<file path="src/hw/dso_pkg.sv">
// Constants and types for the drive status output selector
// Function
// - Item 12: run command and output active
// - Item 13: stopped with no run command
// - Item 14: running at constant speed
// - Item 0: commanded near actual frequency
// - Item 1: command equals level, item 0
// - Item 2: running frequency near detection level
// - Item 3: level detect with decel hysteresis
// - Item 4: item 3 condition, inverted
// - Item 8: over-voltage trip
// - Item 9: low-voltage trip
// - Item 10: heatsink overheat
// - Item 11: command inputs lost
// - Item 16: waiting for run command
// - Item 17: output follows fault mask
// - Mask bits: low-voltage, other trip, restart
// - Item 18: fan trip when continuing
// - Level, bandwidth limited by maximum frequency when written
// - Separate terminal and relay selectors
package dso_pkg;
    localparam int ADDR_W = 5;
    localparam int SEL_W = 5;
    localparam int ITEM_COUNT = 19;
    localparam logic [4:0] OFF_LEVEL = 5'h00;
    localparam logic [4:0] OFF_BANDWIDTH = 5'h04;
    localparam logic [4:0] OFF_FAULT_MASK = 5'h08;
    localparam logic [4:0] OFF_TERM_SEL = 5'h0c;
    localparam logic [4:0] OFF_RELAY_SEL = 5'h10;
    localparam logic [4:0] OFF_MAX_FREQ = 5'h14;
    localparam logic [4:0] OFF_FAN_HANDLING = 5'h18;
    localparam logic [4:0] OFF_STATUS = 5'h1c;
    // 400.00 Hz in hundredths
    localparam logic [15:0] FREQ_LIMIT = 16'h9c40;
    localparam logic [15:0] RST_LEVEL = 16'h0bb8;
    localparam logic [15:0] RST_BANDWIDTH = 16'h03e8;
    localparam logic [15:0] RST_MAX_FREQ = 16'h9c40;
    localparam logic [2:0] RST_FAULT_MASK = 3'h2;
    localparam logic [4:0] RST_TERM_SEL = 5'h0c;
    localparam logic [4:0] RST_RELAY_SEL = 5'h11;
    localparam logic RST_FAN_HANDLING = 1'b0;
    localparam logic [4:0] ITEM_MAX = 5'h12;
    localparam logic [4:0] ITEM_SPEED_REACHED = 5'h00;
    localparam logic [4:0] ITEM_RUN = 5'h0c;
    localparam logic [4:0] ITEM_STOP = 5'h0d;
    localparam logic [4:0] ITEM_CONST = 5'h0e;
    localparam logic [4:0] ITEM_FAULT = 5'h11;
    localparam logic [4:0] ITEM_FAN = 5'h12;
    localparam int STAT_TERM_BIT = 24;
    localparam int STAT_RELAY_BIT = 25;
    typedef enum logic [1:0] {
        DSO_IDLE = 2'b00,
        DSO_ACK = 2'b01
    } dso_state_t;
endpackage : dso_pkg

</file>
<file path="src/hw/dso_top.sv">
// Status source selection for output terminal and relay, Avalon slave
//
// The placing of the registers and the Avalon-MM register port are this design's own decisions.
module dso_top (
    input wire logic CLOCK,
    input wire logic RESET,
    input wire logic [4:0] ADDRESS,
    input wire logic READ,
    input wire logic WRITE,
    input wire logic [3:0] BYTEENABLE,
    input wire logic [31:0] WRITEDATA,
    output logic [31:0] READDATA,
    output logic WAITREQUEST,
    input wire logic [15:0] CMD_FREQ,
    input wire logic [15:0] OUT_FREQ,
    input wire logic RUN_CMD,
    input wire logic OUTPUT_ACTIVE,
    input wire logic ACCEL,
    input wire logic DECEL,
    input wire logic MOTOR_OVERLOAD,
    input wire logic DRIVE_OVERLOAD,
    input wire logic MOTOR_STALL,
    input wire logic TRIP_OVER_VOLTAGE,
    input wire logic TRIP_LOW_VOLTAGE,
    input wire logic TRIP_OTHER,
    input wire logic HEATSINK_OVERHEAT,
    input wire logic COMMAND_LOSS,
    input wire logic SPEED_SEARCH,
    input wire logic WAIT_RUN,
    input wire logic RESTARTING,
    input wire logic FAN_TRIP,
    output logic OPEN_COLLECTOR_OUTPUT,
    output logic RELAY_OUTPUT
);
    dso_pkg::dso_state_t st_r;
    logic wait_r;
    logic [31:0] rdata_r;
    logic [15:0] level_r;
    logic [15:0] bw_r;
    logic [15:0] max_freq_r;
    logic [2:0] mask_r;
    logic [4:0] term_sel_r;
    logic [4:0] relay_sel_r;
    logic fan_handling_r;
    logic above_r;
    logic term_out_r;
    logic relay_out_r;
    logic [dso_pkg::ITEM_COUNT-1:0] item_vec;
    logic [15:0] half_bw;
    logic [15:0] low_thresh;
    logic [15:0] level_nxt;
    logic [15:0] bw_nxt;
    logic [15:0] max_nxt;
    logic wr_go;
    logic fault_any;
    logic [31:0] read_mux;

    function automatic logic hit(input logic [4:0] a, input logic [4:0] off);
        hit = (a == off);
    endfunction : hit

    function automatic logic [15:0] merge16(input logic [15:0] old,
        input logic [31:0] d, input logic [3:0] be);
        merge16 = {be[1] ? d[15:8] : old[15:8], be[0] ? d[7:0] : old[7:0]};
    endfunction : merge16

    function automatic logic [15:0] absdiff(input logic [15:0] a,
        input logic [15:0] b);
        absdiff = (a >= b) ? a - b : b - a;
    endfunction : absdiff

    function automatic logic pick(input logic [dso_pkg::ITEM_COUNT-1:0] v,
        input logic [4:0] sel);
        pick = (sel <= dso_pkg::ITEM_MAX) ? v[sel] : 1'b0;
    endfunction : pick

    // Bus: one wait cycle, then the access completes
    always_ff @(posedge CLOCK) begin
        if (RESET) begin
            st_r <= dso_pkg::DSO_IDLE;
            wait_r <= 1'b1;
            rdata_r <= 32'h0;
        end else begin
            unique case (st_r)
                dso_pkg::DSO_IDLE: begin
                    if (READ || WRITE) begin
                        st_r <= dso_pkg::DSO_ACK;
                        wait_r <= 1'b0;
                        rdata_r <= READ ? read_mux : 32'h0;
                    end
                end
                dso_pkg::DSO_ACK: begin
                    st_r <= dso_pkg::DSO_IDLE;
                    wait_r <= 1'b1;
                end
                default: begin
                    st_r <= dso_pkg::DSO_IDLE;
                    wait_r <= 1'b1;
                end
            endcase
        end
    end

    // Bus handshake: answer one cycle after a request is taken
    bus_answer_a: assert property (@(posedge CLOCK) disable iff (RESET)
        st_r == dso_pkg::DSO_IDLE && (READ || WRITE) |=> !WAITREQUEST)
        else $error("request not answered in next cycle");
    wait_pulse_a: assert property (@(posedge CLOCK) disable iff (RESET)
        !WAITREQUEST |=> WAITREQUEST)
        else $error("waitrequest low longer than one cycle");

    assign wr_go = (st_r == dso_pkg::DSO_ACK) && WRITE;
    assign level_nxt = merge16(level_r, WRITEDATA, BYTEENABLE);
    assign bw_nxt = merge16(bw_r, WRITEDATA, BYTEENABLE);
    assign max_nxt = merge16(max_freq_r, WRITEDATA, BYTEENABLE);

    always_comb begin
        read_mux = 32'h0;
        if (hit(ADDRESS, dso_pkg::OFF_LEVEL)) begin
            read_mux[15:0] = level_r;
        end else if (hit(ADDRESS, dso_pkg::OFF_BANDWIDTH)) begin
            read_mux[15:0] = bw_r;
        end else if (hit(ADDRESS, dso_pkg::OFF_FAULT_MASK)) begin
            read_mux[2:0] = mask_r;
        end else if (hit(ADDRESS, dso_pkg::OFF_TERM_SEL)) begin
            read_mux[4:0] = term_sel_r;
        end else if (hit(ADDRESS, dso_pkg::OFF_RELAY_SEL)) begin
            read_mux[4:0] = relay_sel_r;
        end else if (hit(ADDRESS, dso_pkg::OFF_MAX_FREQ)) begin
            read_mux[15:0] = max_freq_r;
        end else if (hit(ADDRESS, dso_pkg::OFF_FAN_HANDLING)) begin
            read_mux[0] = fan_handling_r;
        end else if (hit(ADDRESS, dso_pkg::OFF_STATUS)) begin
            read_mux[dso_pkg::ITEM_COUNT-1:0] = item_vec;
            read_mux[dso_pkg::STAT_TERM_BIT] = term_out_r;
            read_mux[dso_pkg::STAT_RELAY_BIT] = relay_out_r;
        end
    end

    // Out-of-range settings are dropped whole, old value stays
    always_ff @(posedge CLOCK) begin
        if (RESET) begin
            level_r <= dso_pkg::RST_LEVEL;
        end else if (wr_go && hit(ADDRESS, dso_pkg::OFF_LEVEL) &&
                     level_nxt <= max_freq_r) begin
            level_r <= level_nxt;
        end
    end

    always_ff @(posedge CLOCK) begin
        if (RESET) begin
            bw_r <= dso_pkg::RST_BANDWIDTH;
        end else if (wr_go && hit(ADDRESS, dso_pkg::OFF_BANDWIDTH) &&
                     bw_nxt <= max_freq_r) begin
            bw_r <= bw_nxt;
        end
    end

    // Lowering the maximum does not clip level or bandwidth already set
    always_ff @(posedge CLOCK) begin
        if (RESET) begin
            max_freq_r <= dso_pkg::RST_MAX_FREQ;
        end else if (wr_go && hit(ADDRESS, dso_pkg::OFF_MAX_FREQ) &&
                     max_nxt <= dso_pkg::FREQ_LIMIT) begin
            max_freq_r <= max_nxt;
        end
    end

    always_ff @(posedge CLOCK) begin
        if (RESET) begin
            mask_r <= dso_pkg::RST_FAULT_MASK;
        end else if (wr_go && hit(ADDRESS, dso_pkg::OFF_FAULT_MASK) &&
                     BYTEENABLE[0]) begin
            mask_r <= WRITEDATA[2:0];
        end
    end

    always_ff @(posedge CLOCK) begin
        if (RESET) begin
            term_sel_r <= dso_pkg::RST_TERM_SEL;
            relay_sel_r <= dso_pkg::RST_RELAY_SEL;
        end else if (wr_go && BYTEENABLE[0] &&
                     WRITEDATA[4:0] <= dso_pkg::ITEM_MAX &&
                     WRITEDATA[7:5] == 3'h0) begin
            if (hit(ADDRESS, dso_pkg::OFF_TERM_SEL)) begin
                term_sel_r <= WRITEDATA[4:0];
            end
            if (hit(ADDRESS, dso_pkg::OFF_RELAY_SEL)) begin
                relay_sel_r <= WRITEDATA[4:0];
            end
        end
    end

    always_ff @(posedge CLOCK) begin
        if (RESET) begin
            fan_handling_r <= dso_pkg::RST_FAN_HANDLING;
        end else if (wr_go && hit(ADDRESS, dso_pkg::OFF_FAN_HANDLING) &&
                     BYTEENABLE[0]) begin
            fan_handling_r <= WRITEDATA[0];
        end
    end

    // Settings never leave the 0 to 400 Hz span
    reject_bw_a: assert property (@(posedge CLOCK) disable iff (RESET)
        wr_go && hit(ADDRESS, dso_pkg::OFF_BANDWIDTH) && bw_nxt > max_freq_r
        |=> $stable(bw_r))
        else $error("bandwidth above maximum accepted");
    reject_max_a: assert property (@(posedge CLOCK) disable iff (RESET)
        wr_go && hit(ADDRESS, dso_pkg::OFF_MAX_FREQ) &&
        max_nxt > dso_pkg::FREQ_LIMIT |=> $stable(max_freq_r))
        else $error("maximum frequency above limit accepted");
    freq_limit_a: assert property (@(posedge CLOCK) disable iff (RESET)
        level_r <= dso_pkg::FREQ_LIMIT && bw_r <= dso_pkg::FREQ_LIMIT &&
        max_freq_r <= dso_pkg::FREQ_LIMIT)
        else $error("stored frequency above 400 Hz");
    sel_range_a: assert property (@(posedge CLOCK) disable iff (RESET)
        term_sel_r <= dso_pkg::ITEM_MAX && relay_sel_r <= dso_pkg::ITEM_MAX)
        else $error("selector outside item list");
    sel_apart_a: assert property (@(posedge CLOCK) disable iff (RESET)
        wr_go && hit(ADDRESS, dso_pkg::OFF_TERM_SEL) |=> $stable(relay_sel_r))
        else $error("relay selector moved by terminal write");
    mask_write_a: assert property (@(posedge CLOCK) disable iff (RESET)
        wr_go && hit(ADDRESS, dso_pkg::OFF_FAULT_MASK) && BYTEENABLE[0]
        |=> mask_r == $past(WRITEDATA[2:0]))
        else $error("fault mask write lost");
    fan_write_a: assert property (@(posedge CLOCK) disable iff (RESET)
        wr_go && hit(ADDRESS, dso_pkg::OFF_FAN_HANDLING) && BYTEENABLE[0]
        |=> fan_handling_r == $past(WRITEDATA[0]))
        else $error("fan handling write lost");

    // Frequencies are unsigned hundredths of a hertz
    assign half_bw = bw_r >> 1;
    // Saturate so a wide band cannot wrap below zero
    assign low_thresh = (level_r > half_bw) ? level_r - half_bw : 16'h0;

    // Constant speed holds the last decision
    always_ff @(posedge CLOCK) begin
        if (RESET) begin
            above_r <= 1'b0;
        end else if (ACCEL && !DECEL) begin
            above_r <= (OUT_FREQ >= level_r);
        end else if (DECEL && !ACCEL) begin
            above_r <= (OUT_FREQ > low_thresh);
        end
    end

    assign fault_any = (mask_r[0] && TRIP_LOW_VOLTAGE) ||
                       (mask_r[1] && TRIP_OTHER) ||
                       (mask_r[2] && RESTARTING);

    always_comb begin
        item_vec = '0;
        item_vec[0] = absdiff(CMD_FREQ, OUT_FREQ) <= half_bw;
        item_vec[1] = (CMD_FREQ == level_r) && item_vec[0];
        item_vec[2] = absdiff(level_r, OUT_FREQ) <= half_bw;
        item_vec[3] = above_r;
        item_vec[4] = !above_r;
        item_vec[5] = MOTOR_OVERLOAD;
        item_vec[6] = DRIVE_OVERLOAD;
        item_vec[7] = MOTOR_STALL;
        item_vec[8] = TRIP_OVER_VOLTAGE;
        item_vec[9] = TRIP_LOW_VOLTAGE;
        item_vec[10] = HEATSINK_OVERHEAT;
        item_vec[11] = COMMAND_LOSS;
        item_vec[12] = RUN_CMD && OUTPUT_ACTIVE;
        item_vec[13] = !RUN_CMD && !OUTPUT_ACTIVE;
        item_vec[14] = OUTPUT_ACTIVE && !ACCEL && !DECEL;
        item_vec[15] = SPEED_SEARCH;
        item_vec[16] = WAIT_RUN;
        item_vec[17] = fault_any;
        item_vec[18] = FAN_TRIP && !fan_handling_r;
    end

    always_ff @(posedge CLOCK) begin
        if (RESET) begin
            term_out_r <= 1'b0;
            relay_out_r <= 1'b0;
        end else begin
            term_out_r <= pick(item_vec, term_sel_r);
            relay_out_r <= pick(item_vec, relay_sel_r);
        end
    end

    assign OPEN_COLLECTOR_OUTPUT = term_out_r;
    assign RELAY_OUTPUT = relay_out_r;
    assign READDATA = rdata_r;
    assign WAITREQUEST = wait_r;

    during_run_a: assert property (@(posedge CLOCK) disable iff (RESET)
        term_sel_r == dso_pkg::ITEM_RUN && $stable(term_sel_r) |->
        OPEN_COLLECTOR_OUTPUT == $past(RUN_CMD && OUTPUT_ACTIVE))
        else $error("run item mismatch");
    during_stop_a: assert property (@(posedge CLOCK) disable iff (RESET)
        relay_sel_r == dso_pkg::ITEM_STOP && $stable(relay_sel_r) |->
        RELAY_OUTPUT == $past(!RUN_CMD && !OUTPUT_ACTIVE))
        else $error("stop item mismatch");
    const_run_a: assert property (@(posedge CLOCK) disable iff (RESET)
        (ACCEL || DECEL) && term_sel_r == dso_pkg::ITEM_CONST ##1
        $stable(term_sel_r) |-> !OPEN_COLLECTOR_OUTPUT)
        else $error("constant run while ramping");
    speed_reach_a: assert property (@(posedge CLOCK) disable iff (RESET)
        term_sel_r == dso_pkg::ITEM_SPEED_REACHED ##1 $stable(term_sel_r)
        |-> OPEN_COLLECTOR_OUTPUT == ($past(absdiff(CMD_FREQ, OUT_FREQ))
        <= $past(bw_r >> 1)))
        else $error("speed reached mismatch");
    level_speed_a: assert property (@(posedge CLOCK) disable iff (RESET)
        item_vec[1] |-> item_vec[2])
        else $error("level and speed item without level window");
    hyst_accel_a: assert property (@(posedge CLOCK) disable iff (RESET)
        ACCEL && !DECEL && OUT_FREQ >= level_r |=> item_vec[3])
        else $error("level not detected in accel");
    hyst_hold_a: assert property (@(posedge CLOCK) disable iff (RESET)
        !ACCEL && !DECEL |=> $stable(above_r))
        else $error("hysteresis state changed at constant speed");
    item_invert_a: assert property (@(posedge CLOCK) disable iff (RESET)
        DECEL && !ACCEL &&
        {1'b0, OUT_FREQ} + {1'b0, bw_r[15:1]} <= {1'b0, level_r}
        |=> item_vec[4])
        else $error("inverted item not set below window");
    fault_mask_a: assert property (@(posedge CLOCK) disable iff (RESET)
        relay_sel_r == dso_pkg::ITEM_FAULT && mask_r == 3'h0 ##1
        $stable(relay_sel_r) |-> !RELAY_OUTPUT)
        else $error("fault out with empty mask");
    fan_alarm_a: assert property (@(posedge CLOCK) disable iff (RESET)
        fan_handling_r && term_sel_r == dso_pkg::ITEM_FAN ##1
        $stable(term_sel_r) |-> !OPEN_COLLECTOR_OUTPUT)
        else $error("fan alarm while stopping");
    level_cap_a: assert property (@(posedge CLOCK) disable iff (RESET)
        wr_go && hit(ADDRESS, dso_pkg::OFF_LEVEL) && level_nxt > max_freq_r
        |=> $stable(level_r))
        else $error("level above maximum accepted");

    // Cross-checks between items, not copies of their logic
    near_level_a: assert property (@(posedge CLOCK) disable iff (RESET)
        {1'b0, OUT_FREQ} + {1'b0, bw_r[15:1]} < {1'b0, level_r} |->
        !item_vec[2])
        else $error("level window item set while far away");
    hyst_decel_a: assert property (@(posedge CLOCK) disable iff (RESET)
        DECEL && !ACCEL && OUT_FREQ > level_r |=> item_vec[3])
        else $error("level lost in decel above level");
    ramp_both_a: assert property (@(posedge CLOCK) disable iff (RESET)
        ACCEL && DECEL |=> $stable(above_r))
        else $error("hysteresis state changed with both ramps");
    term_pick_a: assert property (@(posedge CLOCK) disable iff (RESET)
        !$past(RESET) && $stable(term_sel_r) |->
        OPEN_COLLECTOR_OUTPUT == $past(item_vec[term_sel_r]))
        else $error("terminal output not the selected item");
    relay_pick_a: assert property (@(posedge CLOCK) disable iff (RESET)
        !$past(RESET) && $stable(relay_sel_r) |->
        RELAY_OUTPUT == $past(item_vec[relay_sel_r]))
        else $error("relay output not the selected item");
    run_stop_a: assert property (@(posedge CLOCK) disable iff (RESET)
        !(item_vec[12] && item_vec[13]))
        else $error("running and stopped together");
    const_item_a: assert property (@(posedge CLOCK) disable iff (RESET)
        OUTPUT_ACTIVE && !ACCEL && !DECEL |-> item_vec[14])
        else $error("constant run item missing");
    wait_item_a: assert property (@(posedge CLOCK) disable iff (RESET)
        WAIT_RUN |-> item_vec[16])
        else $error("wait item missing");
    low_mask_a: assert property (@(posedge CLOCK) disable iff (RESET)
        mask_r[0] && TRIP_LOW_VOLTAGE |-> item_vec[17])
        else $error("masked low-voltage trip not reported");
    retry_mask_a: assert property (@(posedge CLOCK) disable iff (RESET)
        mask_r[2] && RESTARTING |-> item_vec[17])
        else $error("masked restart not reported");
    no_fault_a: assert property (@(posedge CLOCK) disable iff (RESET)
        !TRIP_LOW_VOLTAGE && !TRIP_OTHER && !RESTARTING |-> !item_vec[17])
        else $error("fault output without a cause");
    fan_raise_a: assert property (@(posedge CLOCK) disable iff (RESET)
        FAN_TRIP && !fan_handling_r |-> item_vec[18])
        else $error("fan alarm missing while continuing");
endmodule : dso_top

</file>
<file path="config.mk">
export PLATFORM = sky130hd
export DESIGN_NAME = dso_top
export DESIGN_NICKNAME = d
export VERILOG_FILES = /design/src/hw/dso_pkg.sv /design/src/hw/dso_top.sv
export SDC_FILE = /design/constraint.sdc
export NUM_CORES = 1
export LEC_CHECK = 0
export BUFFER_PORTS_ARGS = -buffer_cell sky130_fd_sc_hd__buf_2
export CORE_MARGIN = 2
export CORE_UTILIZATION = 45
export DETAILED_ROUTE_END_ITERATION = 16
export HOLD_SLACK_MARGIN = 0.08
export MAX_ROUTING_LAYER = met4
export PLACE_DENSITY = 0.64
export SYNTH_ARGS = -nofsm -noshare
export SYNTH_HDL_FRONTEND = slang
export SYNTH_SLANG_ARGS = --single-unit
</file>
<file path="constraint.sdc">
create_clock -name CLOCK -period 5.75 [get_ports CLOCK]
set_clock_uncertainty 0.05 [all_clocks]
set_input_delay 1.15 -clock CLOCK [delete_from_list [all_inputs] [get_ports CLOCK]]
set_output_delay 1.15 -clock CLOCK [all_outputs]
set_load 0.01 [all_outputs]
</file>
# Yosys cells after proc, flatten, opt, wreduce, memory -nomap -nowiden

Cells that the tools add are included.
W data, S select, Z words.

Bits in registers: 99
Input port bits: 93

$add $sub $neg: 5
$lt $le $gt $ge: 15
Eq/ne operators: 8
Mux-type cells: 52
Bitwise gates (word level): 3
Reduce and logical (&&, ||, !) cells: 44

Operators with widths:

| cell                   | count |
|---|---|
| $mux W19               | 8 |
| $mux W18               | 7 |
| $mux W16               | 7 |
| $sub A16 B16 Y16       | 4 |
| $ge A16 B16 Y1         | 3 |
| $mux W8                | 6 |
| $le A16 B15 Y1         | 2 |
| $le A16 B16 Y1         | 2 |
| $mux W14               | 2 |
| $mux W26               | 1 |
| $logic_and A1 B1 Y1    | 25 |
| $eq A5 B5 Y1 const B   | 4 |
| $eq A16 B16 Y1         | 1 |
| $gt A16 B15 Y1         | 1 |
| $gt A16 B16 Y1         | 1 |
| $le A16 B16 Y1 const B | 1 |
| $mux W2                | 8 |
| $sub A16 B15 Y16       | 1 |
| $le A5 B5 Y1 const B   | 3 |
| $lt A5 B6 Y1 const B   | 2 |
| $mux W3                | 4 |
| $bmux W1 S5            | 2 |
| $eq A5 B4 Y1 const B   | 2 |
| $mux W5                | 2 |
| other kinds (11)       | 28 |

# Depth between registers and ports, before layout

Gate-level depths: netlist of run 1.

Word-level depth: 26
Depth in mapped cells: 24
Depth with buffers taken out: 23

# Least setup slack after synthesis of run 1

OpenSTA, ideal clock, no wires.

Path kind: input-to-reg
Start point: in CMD_FREQ[13]
End point: reg rdata_r[0] (netlist: READDATA[0])
Library setup time: 0.091 ns
Data arrival time: 5.267 ns
Data required time: 5.609 ns
Setup slack: 0.342 ns
Cell stages on the path: 21
Path buffers: 0
Path through: inv_1 > ha_1 > a211oi_2 > nand2_1 > a2111o_1 > a311o_4 > nand2_4 > mux2_4 > a221o_1 > a21o_1 > xor2_1 > ha_1 > a21o_1 > a21o_1 > a21oi_1 > nor2b_1 > o21ai_0 > o31ai_1 > o21ai_0 > nand3_1 > a311oi_1

Cells in the longest elaborated chain, start to end: 19

Ends and longest elaborated chain:

| item                                                      | RTL line       | text |
|---|---|---|
| from (decl)                                               | dso_top.sv:14  | `input wire logic [15:0] CMD_FREQ,` |
| $sub A16 B16 Y16 / $ge A16 B16 Y1 (equally long branches) | dso_top.sv:69  | `absdiff = (a >= b) ? a - b : b - a;` |
| $mux W16 (*)                                              | dso_top.sv:69  |  |
| $le A16 B15 Y1 (*)                                        | dso_top.sv:253 | `item_vec[0] = absdiff(CMD_FREQ, OUT_FREQ) <= half_bw;` |
| $mux W19 (*)                                              | dso_top.sv:133 | `end else if (hit(ADDRESS, dso_pkg::OFF_STATUS)) begin` |
| $mux W19 (*)                                              | dso_top.sv:131 | `end else if (hit(ADDRESS, dso_pkg::OFF_FAN_HANDLING)) begin` |
| $mux W19 (*)                                              | dso_top.sv:129 | `end else if (hit(ADDRESS, dso_pkg::OFF_MAX_FREQ)) begin` |
| $mux W19 (*)                                              | dso_top.sv:127 | `end else if (hit(ADDRESS, dso_pkg::OFF_RELAY_SEL)) begin` |
| $mux W19 (*)                                              | dso_top.sv:125 | `end else if (hit(ADDRESS, dso_pkg::OFF_TERM_SEL)) begin` |
| [3 not listed]                                            | -              |  |
| $mux W1 (*)                                               | dso_top.sv:131 |  |
| $mux W16 (*)                                              | dso_top.sv:129 |  |
| $mux W5 (*)                                               | dso_top.sv:127 |  |
| $mux W5 (*)                                               | dso_top.sv:125 |  |
| $mux W3 (*)                                               | dso_top.sv:123 | `end else if (hit(ADDRESS, dso_pkg::OFF_FAULT_MASK)) begin` |
| $mux W16 (*)                                              | dso_top.sv:121 | `end else if (hit(ADDRESS, dso_pkg::OFF_BANDWIDTH)) begin` |
| $mux W16 (*)                                              | dso_top.sv:119 | `if (hit(ADDRESS, dso_pkg::OFF_LEVEL)) begin` |
| $mux W26 (*)                                              | dso_top.sv:89  | `rdata_r <= READ ? read_mux : 32'h0;` |
| to (signal assigned)                                      | dso_top.sv:89  |  |
| to (decl)                                                 | dso_top.sv:37  | `logic [31:0] rdata_r;` |

Every way passes the cells marked *; elsewhere a longest branch is shown, timed or not. The select of a mux whose other input is x is not followed.
A chain may end at the register's enable or synchronous reset.

# Worst setup path after layout of run 1

Start point: in OUT_FREQ[10]
End point: reg rdata_r[1] (netlist: READDATA[1])

Cells in the longest elaborated chain, start to end: 26

Ends and longest elaborated chain:

| item                                                      | RTL line       | text |
|---|---|---|
| from (decl)                                               | dso_top.sv:15  | `input wire logic [15:0] OUT_FREQ,` |
| $sub A16 B16 Y16 / $ge A16 B16 Y1 (equally long branches) | dso_top.sv:69  |  |
| $mux W16 (*)                                              | dso_top.sv:69  |  |
| $le A16 B15 Y1 (*)                                        | dso_top.sv:253 |  |
| $logic_and A1 B1 Y1 (*)                                   | dso_top.sv:254 | `item_vec[1] = (CMD_FREQ == level_r) && item_vec[0];` |
| $mux W19 (*)                                              | dso_top.sv:133 |  |
| $mux W19 (*)                                              | dso_top.sv:131 |  |
| $mux W19 (*)                                              | dso_top.sv:129 |  |
| $mux W19 (*)                                              | dso_top.sv:127 |  |
| [10 not listed]                                           | -              |  |
| $mux W18 (*)                                              | dso_top.sv:119 |  |
| $mux W16 (*)                                              | dso_top.sv:129 |  |
| $mux W5 (*)                                               | dso_top.sv:127 |  |
| $mux W5 (*)                                               | dso_top.sv:125 |  |
| $mux W3 (*)                                               | dso_top.sv:123 |  |
| $mux W16 (*)                                              | dso_top.sv:121 |  |
| $mux W16 (*)                                              | dso_top.sv:119 |  |
| $mux W26 (*)                                              | dso_top.sv:89  |  |

Marks and branches as above.

==> results by group, run 1 <==
Timing
  • Hold slack: between 0.4 and 0.5 ns
  • Fin. max-slew vios: 0
  • Max-slew headroom: 0.151
  • Actual slew at the worst max-slew pin: 1.27 ns
  • FMAX: 180 MHz
  • Final hold vios: 0
  • Final WS setup: just under 0.2 ns
  • Final min period: 5.55 ns
  • Final setup vio count: 0
  • Fin crit share: 0.965

Clocking
  • Worst-skew pair later-pin latency: approximately 0.35 ns
  • CTS clk-pin slew, worst paths: roughly 0.07 ns
  • CTS Buf Count: 9
  • Root Buffer: clkbuf_16
  • Setup Fix Bufs, Post-CTS: 0
  • Max Root-Sink Buffers: 2
  • Post_cts resized: 0
  • CTS tree: yes
  • Hold-fix buffers, CTS: 0
  • Clock Sinks: 88
  • H-tree Lvls: 3

Synthesis
  • Ys Warns: 0
  • Area contributors post-synth: ha_1, dfxtp_1, a21oi_1
  • Top-count cell post-synth: ha_1
  • Sequential area share after synthesis: 0.168
  • Flops & latches, synth: 88
  • Asr flop ratio synth: 0
  • Syn Inst Count: 1356
  • Library cells used by synthesis: 87
  • Synth Flop Type: dfxtp_1
  • Synth Cell Area: 10500 µm²
  • Top cells by count, synth: ha_1, a21oi_1, inv_1, nand2_1, o21ai_0
  • Yosys top cell area share: 0.187
  • Synth area leader: ha_1
  • Number of flops mapped to enable cells by yosys: 0
  • Synth Area per Inst: around 7.7 µm²

Worst hold path
  • Worst Hold Depth: 1
  • Hold Path Origin: WAITREQUEST$_SDFFE_PP1N_
  • Min-Delay Path Class: reg -> reg
  • Worst Hold Path EP: WAITREQUEST$_SDFFE_PP1N_

Routing
  • Via-to-Cell Ratio: between 5 and 6
  • DRC: 0
  • Number of iterations in the first detailed-routing pass: 8
  • WL/cell: 19.1 µm
  • Post-route ant nets: 0
  • Drt total wl: 35300 µm
  • DRT iter0 DRCs: around 1.2k
  • Vias: about 11k

Critical path
  • Crit path required time: ~6.0 ns
  • CP peak stage delay: 0.41 ns
  • CP bufs+invs: 3
  • Crit Path Class: in -> reg
  • Largest delay share family, worst path: compound AO/OA/AOI/OAI gates
  • CP Max Fanout: 5
  • Reg2reg end: above_r$_SDFFE_PP0P_
  • Slowest CP cell: a2111o_1
  • Worst Setup Start Kind: input port
  • R2R Path Start: level_r[0]$_SDFFE_PP0P_
  • CP arrival: 5.79 ns
  • Worst Reg2Reg Path Length in Cells: 24
  • Cell breakdown of the critical path: buf_2 > buf_4 > ha_1 > nand2_1 > nor4_1 > a2111o_1 > a311o_4 > nand2_4 > mux2_4 > a221o_1 > a2111oi_1 > a311oi_1 > ha_1 > nand4_1 > nor2_1 > nand3_1 > o32a_1 > o21ai_0 > buf_4 > nand4b_1 > a21oi_2
  • R2r setup slk: 0.57 ns
  • CP Capture Type: flip-flop

Die
  • Die width: 157 µm
  • Starting Density: 0.461
  • Die area: 24600 µm²
  • FP Rows: 55
  • Chip height: 157 µm
  • Num ports: about 130
  • Core Box Area: approximately 23000 µm²

GRT
  • Total gr overflow: 0
  • First-pass GRT wire length: 54600 µm
  • GRT Total Usage: 0.292
  • Vias in the first global route: 9998
  • Largest net degree at the start of global routing: 65
  • Initial antenna violation count: 0

Placement
  • PortBufs: approximately 100
  • Routability cong.: slightly below 1
  • Final HPWL DP: 29100 µm
  • Place WS: -0.198 ns

Finish
  • Fin nets: around 1.8k
  • Layout cells sized above 1: 0.198
  • Final Core Density: 0.546
  • Diode count: 0
  • Area grow syn2layout: 18.5%

Status
  • Outcome: completed

Flow run
  • MaxCap Viol Count: 0

Power
  • Leak Pwr: about 5.8 nW
  • Max VDD drop: 0.107 mV
  • PwrDens: around 160 nW/µm²
==> registers in the layout, indices dropped and copies added, names as in the netlist, 3 cells and up <==
name         cells
max_freq_r      16
level_r         16
mask_r           3
relay_sel_r      5
term_sel_r       5
bw_r            16
READDATA        21
==> layout make-up <==
cell class              count  area, µm²
inverters                 106        398
repair buffers            234       1510
well taps                 313        392
fillers                  2217      10300
clock inverters             7       95.1
clock buffers               9        225
multi-input cells        1091       8060
flip-flops and latches     88       1760
==> kinds of logic (layout without fill, tap and decap cells) <==
logic type | Yosys count | after routing | synth area share
multiplexers | 63 | 63 | 0.0696
buffers and inverters | 187 | 356 | 0.0738
XOR/XNOR | 51 | 51 | 0.0425
AND/OR/NAND/NOR | 376 | 376 | 0.177
flip-flops | 88 | 88 | 0.168
other | 1 | 11 | 0.000357
AO/OA/AOI/OAI | 428 | 428 | 0.272
adder cells (fa/ha/maj) | 162 | 162 | 0.197
==> report_power, final <==
| part | leakage [nW] | internal (mW) | switching (mW) | total, mW |
|---|---|---|---|---|
| Clock | 0.156 | 0.381 | 0.259 | 0.640 |
| Combinational | 4.89 | 0.324 | 0.415 | 0.739 |
| Sequential | 0.711 | 0.615 | 0.00584 | 0.620 |
==> per-stage QoR <==
step	TNS (ns)	power [mW]	cell area [µm²]	cells
floorplan	0	1.08	10500	1366
global placement	-0.958	1.33	12100	1832
detailed placement	-0.835	1.34	12100	1832
CTS	0	1.98	12400	1848
global route	-0.00888	2.11	12400	1848
finish	0	2.00	12400	1848
==> routing by layer <==
layer  track usage  wire length [µm]  vias to the layer above
met2         0.441             15500                      438
met1         0.424             16900                     5058
met5             -                 0                        -
li1              -                 -                     5322
met3        0.0341              2500                       25
met4        0.0476               431                        0
==> cells in the final DEF, fill, tap and decap left out, types with 7 or more instances in the layout <==
cell type / n
a222oi_1: 14
nor3_1: 32
buf_4: 136
mux2i_1: 42
a31oi_1: 11
nor4_1: 7
mux2_2: 12
nand2_1: 94
nand3_1: 63
o21ai_0: 89
a211oi_1: 17
conb_1: 11
dfxtp_1: 88
o21a_1: 23
nand2b_1: 8
inv_1: 104
a21oi_1: 117
nand4_1: 25
and2_1: 8
and3_1: 10
o21bai_1: 11
xor2_1: 31
a21o_1: 44
xnor2_1: 20
o31ai_1: 7
buf_2: 98
a211o_1: 8
nor2b_1: 14
o211ai_1: 8
ha_1: 156
clkbuf_16: 9
nor2_1: 80
a22oi_1: 9
==> worst max-delay path by stage <==
stage	start	end	slack, ns	depth (start not counted)
floorplan	CMD_FREQ[13]	READDATA[0]$_SDFFE_PP0P_	0.34	21
global placement	OUT_FREQ[9]	RELAY_OUTPUT$_SDFF_PP0_	-0.23	23
detailed placement	OUT_FREQ[9]	READDATA[0]$_SDFFE_PP0P_	-0.20	23
CTS	OUT_FREQ[9]	RELAY_OUTPUT$_SDFF_PP0_	0.13	23
global route	OUT_FREQ[0]	READDATA[2]$_SDFFE_PP0P_	-0.005	24
finish	OUT_FREQ[10]	READDATA[1]$_SDFFE_PP0P_	0.20	21
==> worst reg2reg max path: cells and delay by family, from the launching register on <==
family	cells	cell delay [ns]
flops	1	0.33
buf+inv	3	0.46
fa+ha+maj	3	0.58
simple gates	2	0.17
compound gates	16	3.42
Note: power is estimated with default switching activity, not from simulation.
==> inputs of run 2 (changes only) <==
--- a/config.mk
+++ b/config.mk
@@ -11,7 +11,8 @@
 export DETAILED_ROUTE_END_ITERATION = 16
 export HOLD_SLACK_MARGIN = 0.08
 export MAX_ROUTING_LAYER = met4
-export PLACE_DENSITY = 0.64
+export PLACE_DENSITY_LB_ADDON = 0.15
+export SKIP_CTS_REPAIR_TIMING = 1
 export SYNTH_ARGS = -nofsm -noshare
 export SYNTH_HDL_FRONTEND = slang
 export SYNTH_SLANG_ARGS = --single-unit
==> run 2 against run 1 <==
Against the previous run: final cell count fell by 0.97%; wire length rose by 0.38%; power fell by 2.6%; register-to-register slack improved by 0.07 ns; core utilization fell by 0.64 points; highest routed layer unchanged; sequential share of layout area rose by 0.17 points; via count fell by 0.12%.
==> results by group, run 2 (synthesized netlist as in run 1, its figures left out) <==
Status
  • Outcome: completed (unchanged)

Critical path
  • R2R Path Start: level_r[1]$_SDFFE_PP0P_ (was level_r[0]$_SDFFE_PP0P_)
  • Setup crit start: CMD_FREQ[1] (was OUT_FREQ[10])
  • CP Max Fanout: 5 (unchanged)
  • CP Capture Type: flip-flop (unchanged)
  • CP arrival: 5.74 ns (was 5.79 ns)
  • Crit path required time: 5.95 ns (was 5.99 ns)
  • Crit Path Class: in -> reg (unchanged)
  • R2r setup slk: 0.64 ns (was 0.57 ns)
  • Worst Reg2Reg Path Length in Cells: 22 (was 24)
  • Reg2reg end: RELAY_OUTPUT$_SDFF_PP0_ (was above_r$_SDFFE_PP0P_)
  • Setup crit end: READDATA[0]$_SDFFE_PP0P_ (was READDATA[1]$_SDFFE_PP0P_)
  • Worst Setup Start Kind: input port (unchanged)

Routing
  • Drt total wl: 35500 µm (was 35300 µm)
  • WL/cell: 19.4 µm (was 19.1 µm)
  • DRC: 0 (unchanged)
  • Max layer used: met4 (unchanged)
  • Met2 Routed Length: 15300 µm (was 15500 µm)
  • DRT iter0 DRCs: 1128 (was 1204)
  • Via-to-Cell Ratio: 5.92 (was 5.87)
  • Vias: 10.8k (about the same)
  • Wl on met1: 17100 µm (was 16900 µm)
  • Number of iterations in the first detailed-routing pass: 6 (was 8)
  • Metal3 WL: 2680 µm (was 2500 µm)
  • Post-route ant nets: 0 (unchanged)

Finish
  • Area grow syn2layout: 17.1% (was 18.5%)
  • Most frequent cells in the layout: ha_1, buf_4, a21oi_1 (unchanged)
  • Number of flip-flops in the largest register: 21 (unchanged)
  • Diode count: 0 (unchanged)
  • Finished Layout Cells: 1830 (was 1848)
  • Design area: 12300 µm² (was 12400 µm²)
  • Layout cells sized above 1: 0.188 (was 0.198)
  • Commonest non-fill, non-tap cell in the layout: ha_1 (unchanged)
  • Fin nets: 1768 (was 1785)

Flow run
  • MaxCap Viol Count: 0 (unchanged)

Clocking
  • CTS clk-pin slew, worst paths: 0.06 ns (was 0.07 ns)
  • CTS tree: yes (unchanged)
  • Max Root-Sink Buffers: 2 (unchanged)
  • CTS Buf Count: 9 (unchanged)
  • Clock Sinks: 88 (unchanged)
  • Worst-skew pair later-pin latency: 0.34 ns (was 0.35 ns)
  • Root Buffer: clkbuf_16 (unchanged)
  • H-tree Lvls: 3 (unchanged)

Placement
  • Dpl cells: 1814 (was 1832)
  • PortBufs: 98 (unchanged)
  • Final HPWL DP: 28900 µm (was 29100 µm)
  • Placement-stage cell area: 11900 µm² (was 12100 µm²)
  • Routability cong.: 0.943 (was 0.995)

Timing
  • Fin. max-slew vios: 0 (unchanged)
  • Max-slew headroom: 0.114 (was 0.151)
  • Hold slack: 0.420 ns (was 0.424 ns)
  • Final setup vio count: 0 (unchanged)
  • Actual slew at the worst max-slew pin: 1.32 ns (was 1.27 ns)
  • Final hold vios: 0 (unchanged)
  • Post-route setup TNS: 0 ns (unchanged)
  • FMAX: 180 MHz (about the same)
  • Final min period: 5.54 ns (was 5.55 ns)
  • Fin crit share: 0.964 (was 0.965)

GRT
  • GRT Total Usage: 0.290 (was 0.292)
  • First-pass GRT wire length: 54000 µm (was 54600 µm)
  • Vias in the first global route: 9663 (was 9998)
  • Initial antenna violation count: 0 (unchanged)
  • Largest net degree at the start of global routing: 65 (unchanged)
  • Total gr overflow: 0 (unchanged)

Die
  • Starting Density: 0.461 (unchanged)
  • Die width: 157 µm (unchanged)
  • Num ports: 128 (unchanged)
  • Core Box Area: 22800 µm² (unchanged)
  • Chip height: 157 µm (unchanged)
  • FP Rows: 55 (unchanged)
  • Die area: 24600 µm² (unchanged)

Power
  • Max VDD drop: 0.118 mV (was 0.107 mV)
  • PwrDens: 158 nW/µm² (was 161 nW/µm²)
  • Leak Pwr: 5.66 nW (was 5.75 nW)

Worst hold path
  • Min-Delay Path Class: reg -> reg (unchanged)
-- run 2: cell count changes in the layout (fill, tap and decap cells not counted), sizes merged --
cell    previous run  this run
bufinv             2         1
clkbuf             9        12
clkinv             4         2
inv              106       105
buf              234       217
-- run 2: where the power goes --
part | total [mW] | leakage (nW) | internal, mW | switching, mW
registers | 0.621 | 0.711 | 0.615 | 0.00598
logic | 0.738 | 4.81 | 0.321 | 0.416
clock network | 0.589 | 0.139 | 0.346 | 0.243
total | 1.95 | 5.66 | 1.28 | 0.665
-- run 2: how the worst min path moves through the flow --
stage	startpoint	end	slack, ns	depth (start not counted)
6_report	WAITREQUEST$_SDFFE_PP1N_	WAITREQUEST$_SDFFE_PP1N_	0.42	1
5_1_grt	WAITREQUEST$_SDFFE_PP1N_	WAITREQUEST$_SDFFE_PP1N_	0.44	1
4_1_cts	WAITREQUEST$_SDFFE_PP1N_	WAITREQUEST$_SDFFE_PP1N_	0.42	1
3_5_place_dp	WAITREQUEST$_SDFFE_PP1N_	WAITREQUEST$_SDFFE_PP1N_	0.41	1
3_3_place_gp	WAITREQUEST$_SDFFE_PP1N_	WAITREQUEST$_SDFFE_PP1N_	0.40	1
2_1_floorplan	bw_r[2]$_SDFFE_PP0P_	bw_r[2]$_SDFFE_PP0P_	0.40	2
-- run 2: routing by layer --
metal,up-vias,GRT usage
met5,-,-
met4,0,0.0398
li1,5286,-
met2,440,0.429
met1,5066,0.429
met3,38,0.0374
-- run 2: area by class of cell --
cell class / instances / area, µm²
well taps: 313 / 392
repair buffers: 217 / 1380
multi-input cells: 1091 / 8080
inverters: 106 / 398
clock inverters: 3 / 42.5
fillers: 2226 / 10500
flip-flops and latches: 88 / 1760
clock buffers: 12 / 246
-- run 2: worst max-delay path, cell delays in order --
cell and delay [ns]:
buf_2 0.12, inv_1 0.06, ha_1 0.30, nand4_1 0.14
nor4_1 0.11, a2111o_1 0.41, a311o_4 0.41, nand2_4 0.11
mux2_4 0.31, a221o_1 0.41, a21o_1 0.20, xor2_1 0.15
ha_1 0.30, a21o_1 0.16, a21o_1 0.17, a21oi_1 0.15
nor2b_1 0.08, o21ai_2 0.17, o31ai_1 0.09, o21ai_1 0.16
buf_4 0.17, nand3_2 0.10, a311oi_2 0.31
-- run 2: stage by stage --
| stage | utilization | power (mW) | setup slack [ns] |
|---|---|---|---|
| finish | 0.540 | 1.95 | 0.205 |
| global route | 0.540 | 2.04 | -0.00313 |
| CTS | 0.537 | 1.92 | 0.0540 |
| detailed placement | 0.524 | 1.34 | -0.283 |
| global placement | 0.524 | 1.33 | -0.194 |
| floorplan | - | 1.08 | 0.342 |
==> inputs of run 3 (changes only) <==
--- a/config.mk
+++ b/config.mk
@@ -5,6 +5,7 @@
 export SDC_FILE = /design/constraint.sdc
 export NUM_CORES = 1
 export LEC_CHECK = 0
+export ABC_AREA = 1
 export BUFFER_PORTS_ARGS = -buffer_cell sky130_fd_sc_hd__buf_2
 export CORE_MARGIN = 2
 export CORE_UTILIZATION = 45
==> run 3 against run 2 <==
Against the previous run: clock-buffer cell count is 2 lower; critical path depth grew 3; clock power rose by 2%; via count rose by 3.8%; sequential cell count stayed put; first-iteration DRC count fell by 17%; critical path type unchanged; critical endpoint is now OPEN_COLLECTOR_OUTPUT$_SDFF_PP0_.
==> results by group, run 3 <==
Status
  • Outcome: completed (unchanged)

Timing
  • FMAX: 202 MHz (was 180 MHz)
  • Hold slack: 0.415 ns (was 0.420 ns)
  • Post-route setup TNS: 0 ns (unchanged)
  • Final hold vios: 0 (unchanged)
  • Final min period: 4.95 ns (was 5.54 ns)
  • Actual slew at the worst max-slew pin: 0.901 ns (was 1.32 ns)
  • Final setup vio count: 0 (unchanged)
  • RSZ-0062 raised after global routing: no
  • Final WS setup: 0.800 ns (was 0.205 ns)
  • Fin. max-slew vios: 0 (unchanged)
  • Max-slew headroom: 0.398 (was 0.114)
  • Fin crit share: 0.861 (was 0.964)

GRT
  • Initial antenna violation count: 0 (unchanged)
  • Vias in the first global route: 10.5k (was 9663)
  • Total gr overflow: 0 (unchanged)
  • GRT Total Usage: 0.332 (was 0.290)
  • First-pass GRT wire length: 59600 µm (was 54000 µm)
  • Largest net degree at the start of global routing: 56 (was 65)

Clocking
  • Clock Sinks: 88 (unchanged)
  • Root Buffer: clkbuf_16 (unchanged)
  • CTS Buf Count: 9 (unchanged)
  • CTS clk-pin slew, worst paths: 0.08 ns (was 0.06 ns)
  • Worst-skew pair later-pin latency: 0.37 ns (was 0.34 ns)
  • CTS tree: yes (unchanged)
  • H-tree Lvls: 3 (unchanged)
  • Max Root-Sink Buffers: 2 (unchanged)

Finish
  • Layout cells sized above 1: 0.104 (was 0.188)
  • Finished Layout Cells: 2005 (was 1830)
  • Fill cells: 2398 (was 2226)
  • Fin nets: 1942 (was 1768)
  • Most frequent cells in the layout: nand2_1, inv_1, a21oi_1 (was ha_1, buf_4, a21oi_1)
  • Final Core Density: 0.506 (was 0.540)
  • Diode count: 0 (unchanged)
  • Area of the multi-input gates: 7500 µm² (was 8080 µm²)
  • Register area: 1760 µm² (unchanged)
  • Number of flip-flops in the largest register: 21 (unchanged)
  • Design area: 11500 µm² (was 12300 µm²)
  • Commonest non-fill, non-tap cell in the layout: nand2_1 (was ha_1)
  • Area grow syn2layout: 9.75% (was 17.1%)

Routing
  • Number of iterations in the first detailed-routing pass: 6 (unchanged)
  • Via-to-Cell Ratio: 5.61 (was 5.92)
  • Drt total wl: 39600 µm (was 35500 µm)
  • WL/cell: 19.7 µm (was 19.4 µm)
  • DRC: 0 (unchanged)
  • DRT iter0 DRCs: 939 (was 1128)
  • Post-route ant nets: 0 (unchanged)
  • Vias: 11.2k (was 10.8k)

Placement
  • Dpl cells: 1989 (was 1814)
  • PortBufs: 98 (unchanged)
  • Place WS: 0.492 ns (was -0.283 ns)
  • Final HPWL DP: 32200 µm (was 28900 µm)
  • Placement-stage cell area: 11200 µm² (was 11900 µm²)
  • Routability cong.: 1.02 (was 0.943)

Synthesis
  • Top cells by count, synth: nand2_1, inv_1, a21oi_1, ha_1, o21ai_0 (was ha_1, a21oi_1, inv_1, nand2_1, o21ai_0)
  • Sequential area share after synthesis: 0.168 (about the same)
  • Synth Flop Type: dfxtp_1 (unchanged)
  • Syn Inst Count: 1603 (was 1356)
  • Asr flop ratio synth: 0 (unchanged)
  • Number of flops mapped to enable cells by yosys: 0 (unchanged)
  • Synth area leader: ha_1 (unchanged)
  • Area contributors post-synth: ha_1, dfxtp_1, nand2_1 (was ha_1, dfxtp_1, a21oi_1)
  • Synth Area per Inst: 6.55 µm² (was 7.74 µm²)
  • Library cells used by synthesis: 59 (was 87)
  • Ys Warns: 0 (unchanged)
  • Synth Cell Area: 10500 µm² (about the same)
  • Top-count cell post-synth: nand2_1 (was ha_1)
  • Flops & latches, synth: 88 (unchanged)
  • Yosys top cell area share: 0.187 (about the same)

Power
  • Sw Share: 0.383 (was 0.342)
  • Leak Pwr: 5.79 nW (was 5.66 nW)
  • Max VDD drop: 0.125 mV (was 0.118 mV)
  • Sequential power share: 0.336 (was 0.319)
  • Final total power: 1.85 mW (was 1.95 mW)
  • Int Pwr: 1.14 mW (was 1.28 mW)
  • Power share of the clock group: 0.325 (was 0.303)
  • Combinational power share: 0.340 (was 0.379)
  • P_sw: 710 µW (was 665 µW)
  • PwrDens: 161 nW/µm² (was 158 nW/µm²)

Critical path
  • CP arrival: 5.17 ns (was 5.74 ns)
  • CP Max Fanout: 13 (was 5)
  • Slowest CP cell: fa_1 (was a2111o_1)
  • CP bufs+invs: 6 (was 3)
  • Setup crit start: CMD_FREQ[0] (was CMD_FREQ[1])
  • R2R Path Start: level_r[0]$_SDFFE_PP0P_ (was level_r[1]$_SDFFE_PP0P_)
  • Worst Setup Start Kind: input port (unchanged)
  • CP peak stage delay: 0.37 ns (was 0.41 ns)
  • CP Capture Type: flip-flop (unchanged)
  • Crit Path Class: in -> reg (unchanged)
  • Crit path required time: 5.97 ns (was 5.95 ns)
  • CP most frequent cell: nand2_1 (was a21o_1)
  • Largest delay share family, worst path: simple AND/OR/NAND/NOR gates (was compound AO/OA/AOI/OAI gates)

Die
  • Die width: 157 µm (about the same)
  • Chip height: 157 µm (about the same)
  • Core Box Area: 22800 µm² (unchanged)
  • Die area: 24600 µm² (about the same)
  • Num ports: 128 (unchanged)
  • FP Rows: 55 (unchanged)
  • Starting Density: 0.461 (about the same)

Worst hold path
  • Hold Path Origin: READDATA[5]$_SDFFE_PP0P_ (was WAITREQUEST$_SDFFE_PP1N_)
  • Min-Delay Path Class: reg -> reg (unchanged)

Flow run
  • MaxCap Viol Count: 0 (unchanged)
==> run 3: cell count changes in the layout (fill, tap and decap cells not counted), moves of 39 or more <==
cell / delta
nand2_1: +246
inv_1: +153
buf_4: -106
a21oi_1: +66
o21ai_0: +45
mux2i_1: -39
==> run 3: power groups by stage <==
stage / clock, mW / combinational (mW) / sequential [mW]
3_5_place_dp: 0 / 0.616 / 0.635
4_1_cts: 0.607 / 0.620 / 0.621
5_1_grt: 0.630 / 0.706 / 0.622
6_report: 0.602 / 0.629 / 0.621
2_1_floorplan: 0 / 0.433 / 0.635
3_3_place_gp: 0 / 0.608 / 0.635
==> run 3: worst min-delay path, cell delays in order (launching register included) <==
cell     delay [ns]
dfxtp_1        0.31
nand2_1        0.06
a21oi_1        0.05
==> run 3: path summary, 6_finish.rpt <==
check / end / slack (ns) / cells after the start
max reg2reg: OPEN_COLLECTOR_OUTPUT$_SDFF_PP0_ / 1.13 / 29
min reg2reg: READDATA[5]$_SDFFE_PP0P_ / 0.42 / 2
max: OPEN_COLLECTOR_OUTPUT$_SDFF_PP0_ / 0.80 / 26
min: READDATA[5]$_SDFFE_PP0P_ / 0.42 / 2
==> run 3: layout make-up <==
cell class | instances | area share
inverter | 264 | 0.0860
clock inverter | 6 | 0.00511
sequential | 88 | 0.153
tap | 313 | 0.0340
multi-input combinational | 1213 | 0.651
timing repair buffer | 111 | 0.0511
clock buffer | 10 | 0.0199
==> run 3: metal layers <==
layer  vias up  part of all wire  global-route usage
met5         -                 0                   -
met4         0             0.030               0.106
met3        75             0.074              0.0559
met2       432              0.45               0.522
met1      5173              0.44               0.434
li1       5565                 -                   -
==> run 3: cells by family after synthesis <==
family / share of synthesized area
AO/OA/AOI/OAI: 0.262
XOR/XNOR: 0.0317
adder cells (fa/ha/maj): 0.197
buffers and inverters: 0.121
flip-flops: 0.168
multiplexers: 0.00286
other: 0.000357
AND/OR/NAND/NOR: 0.217
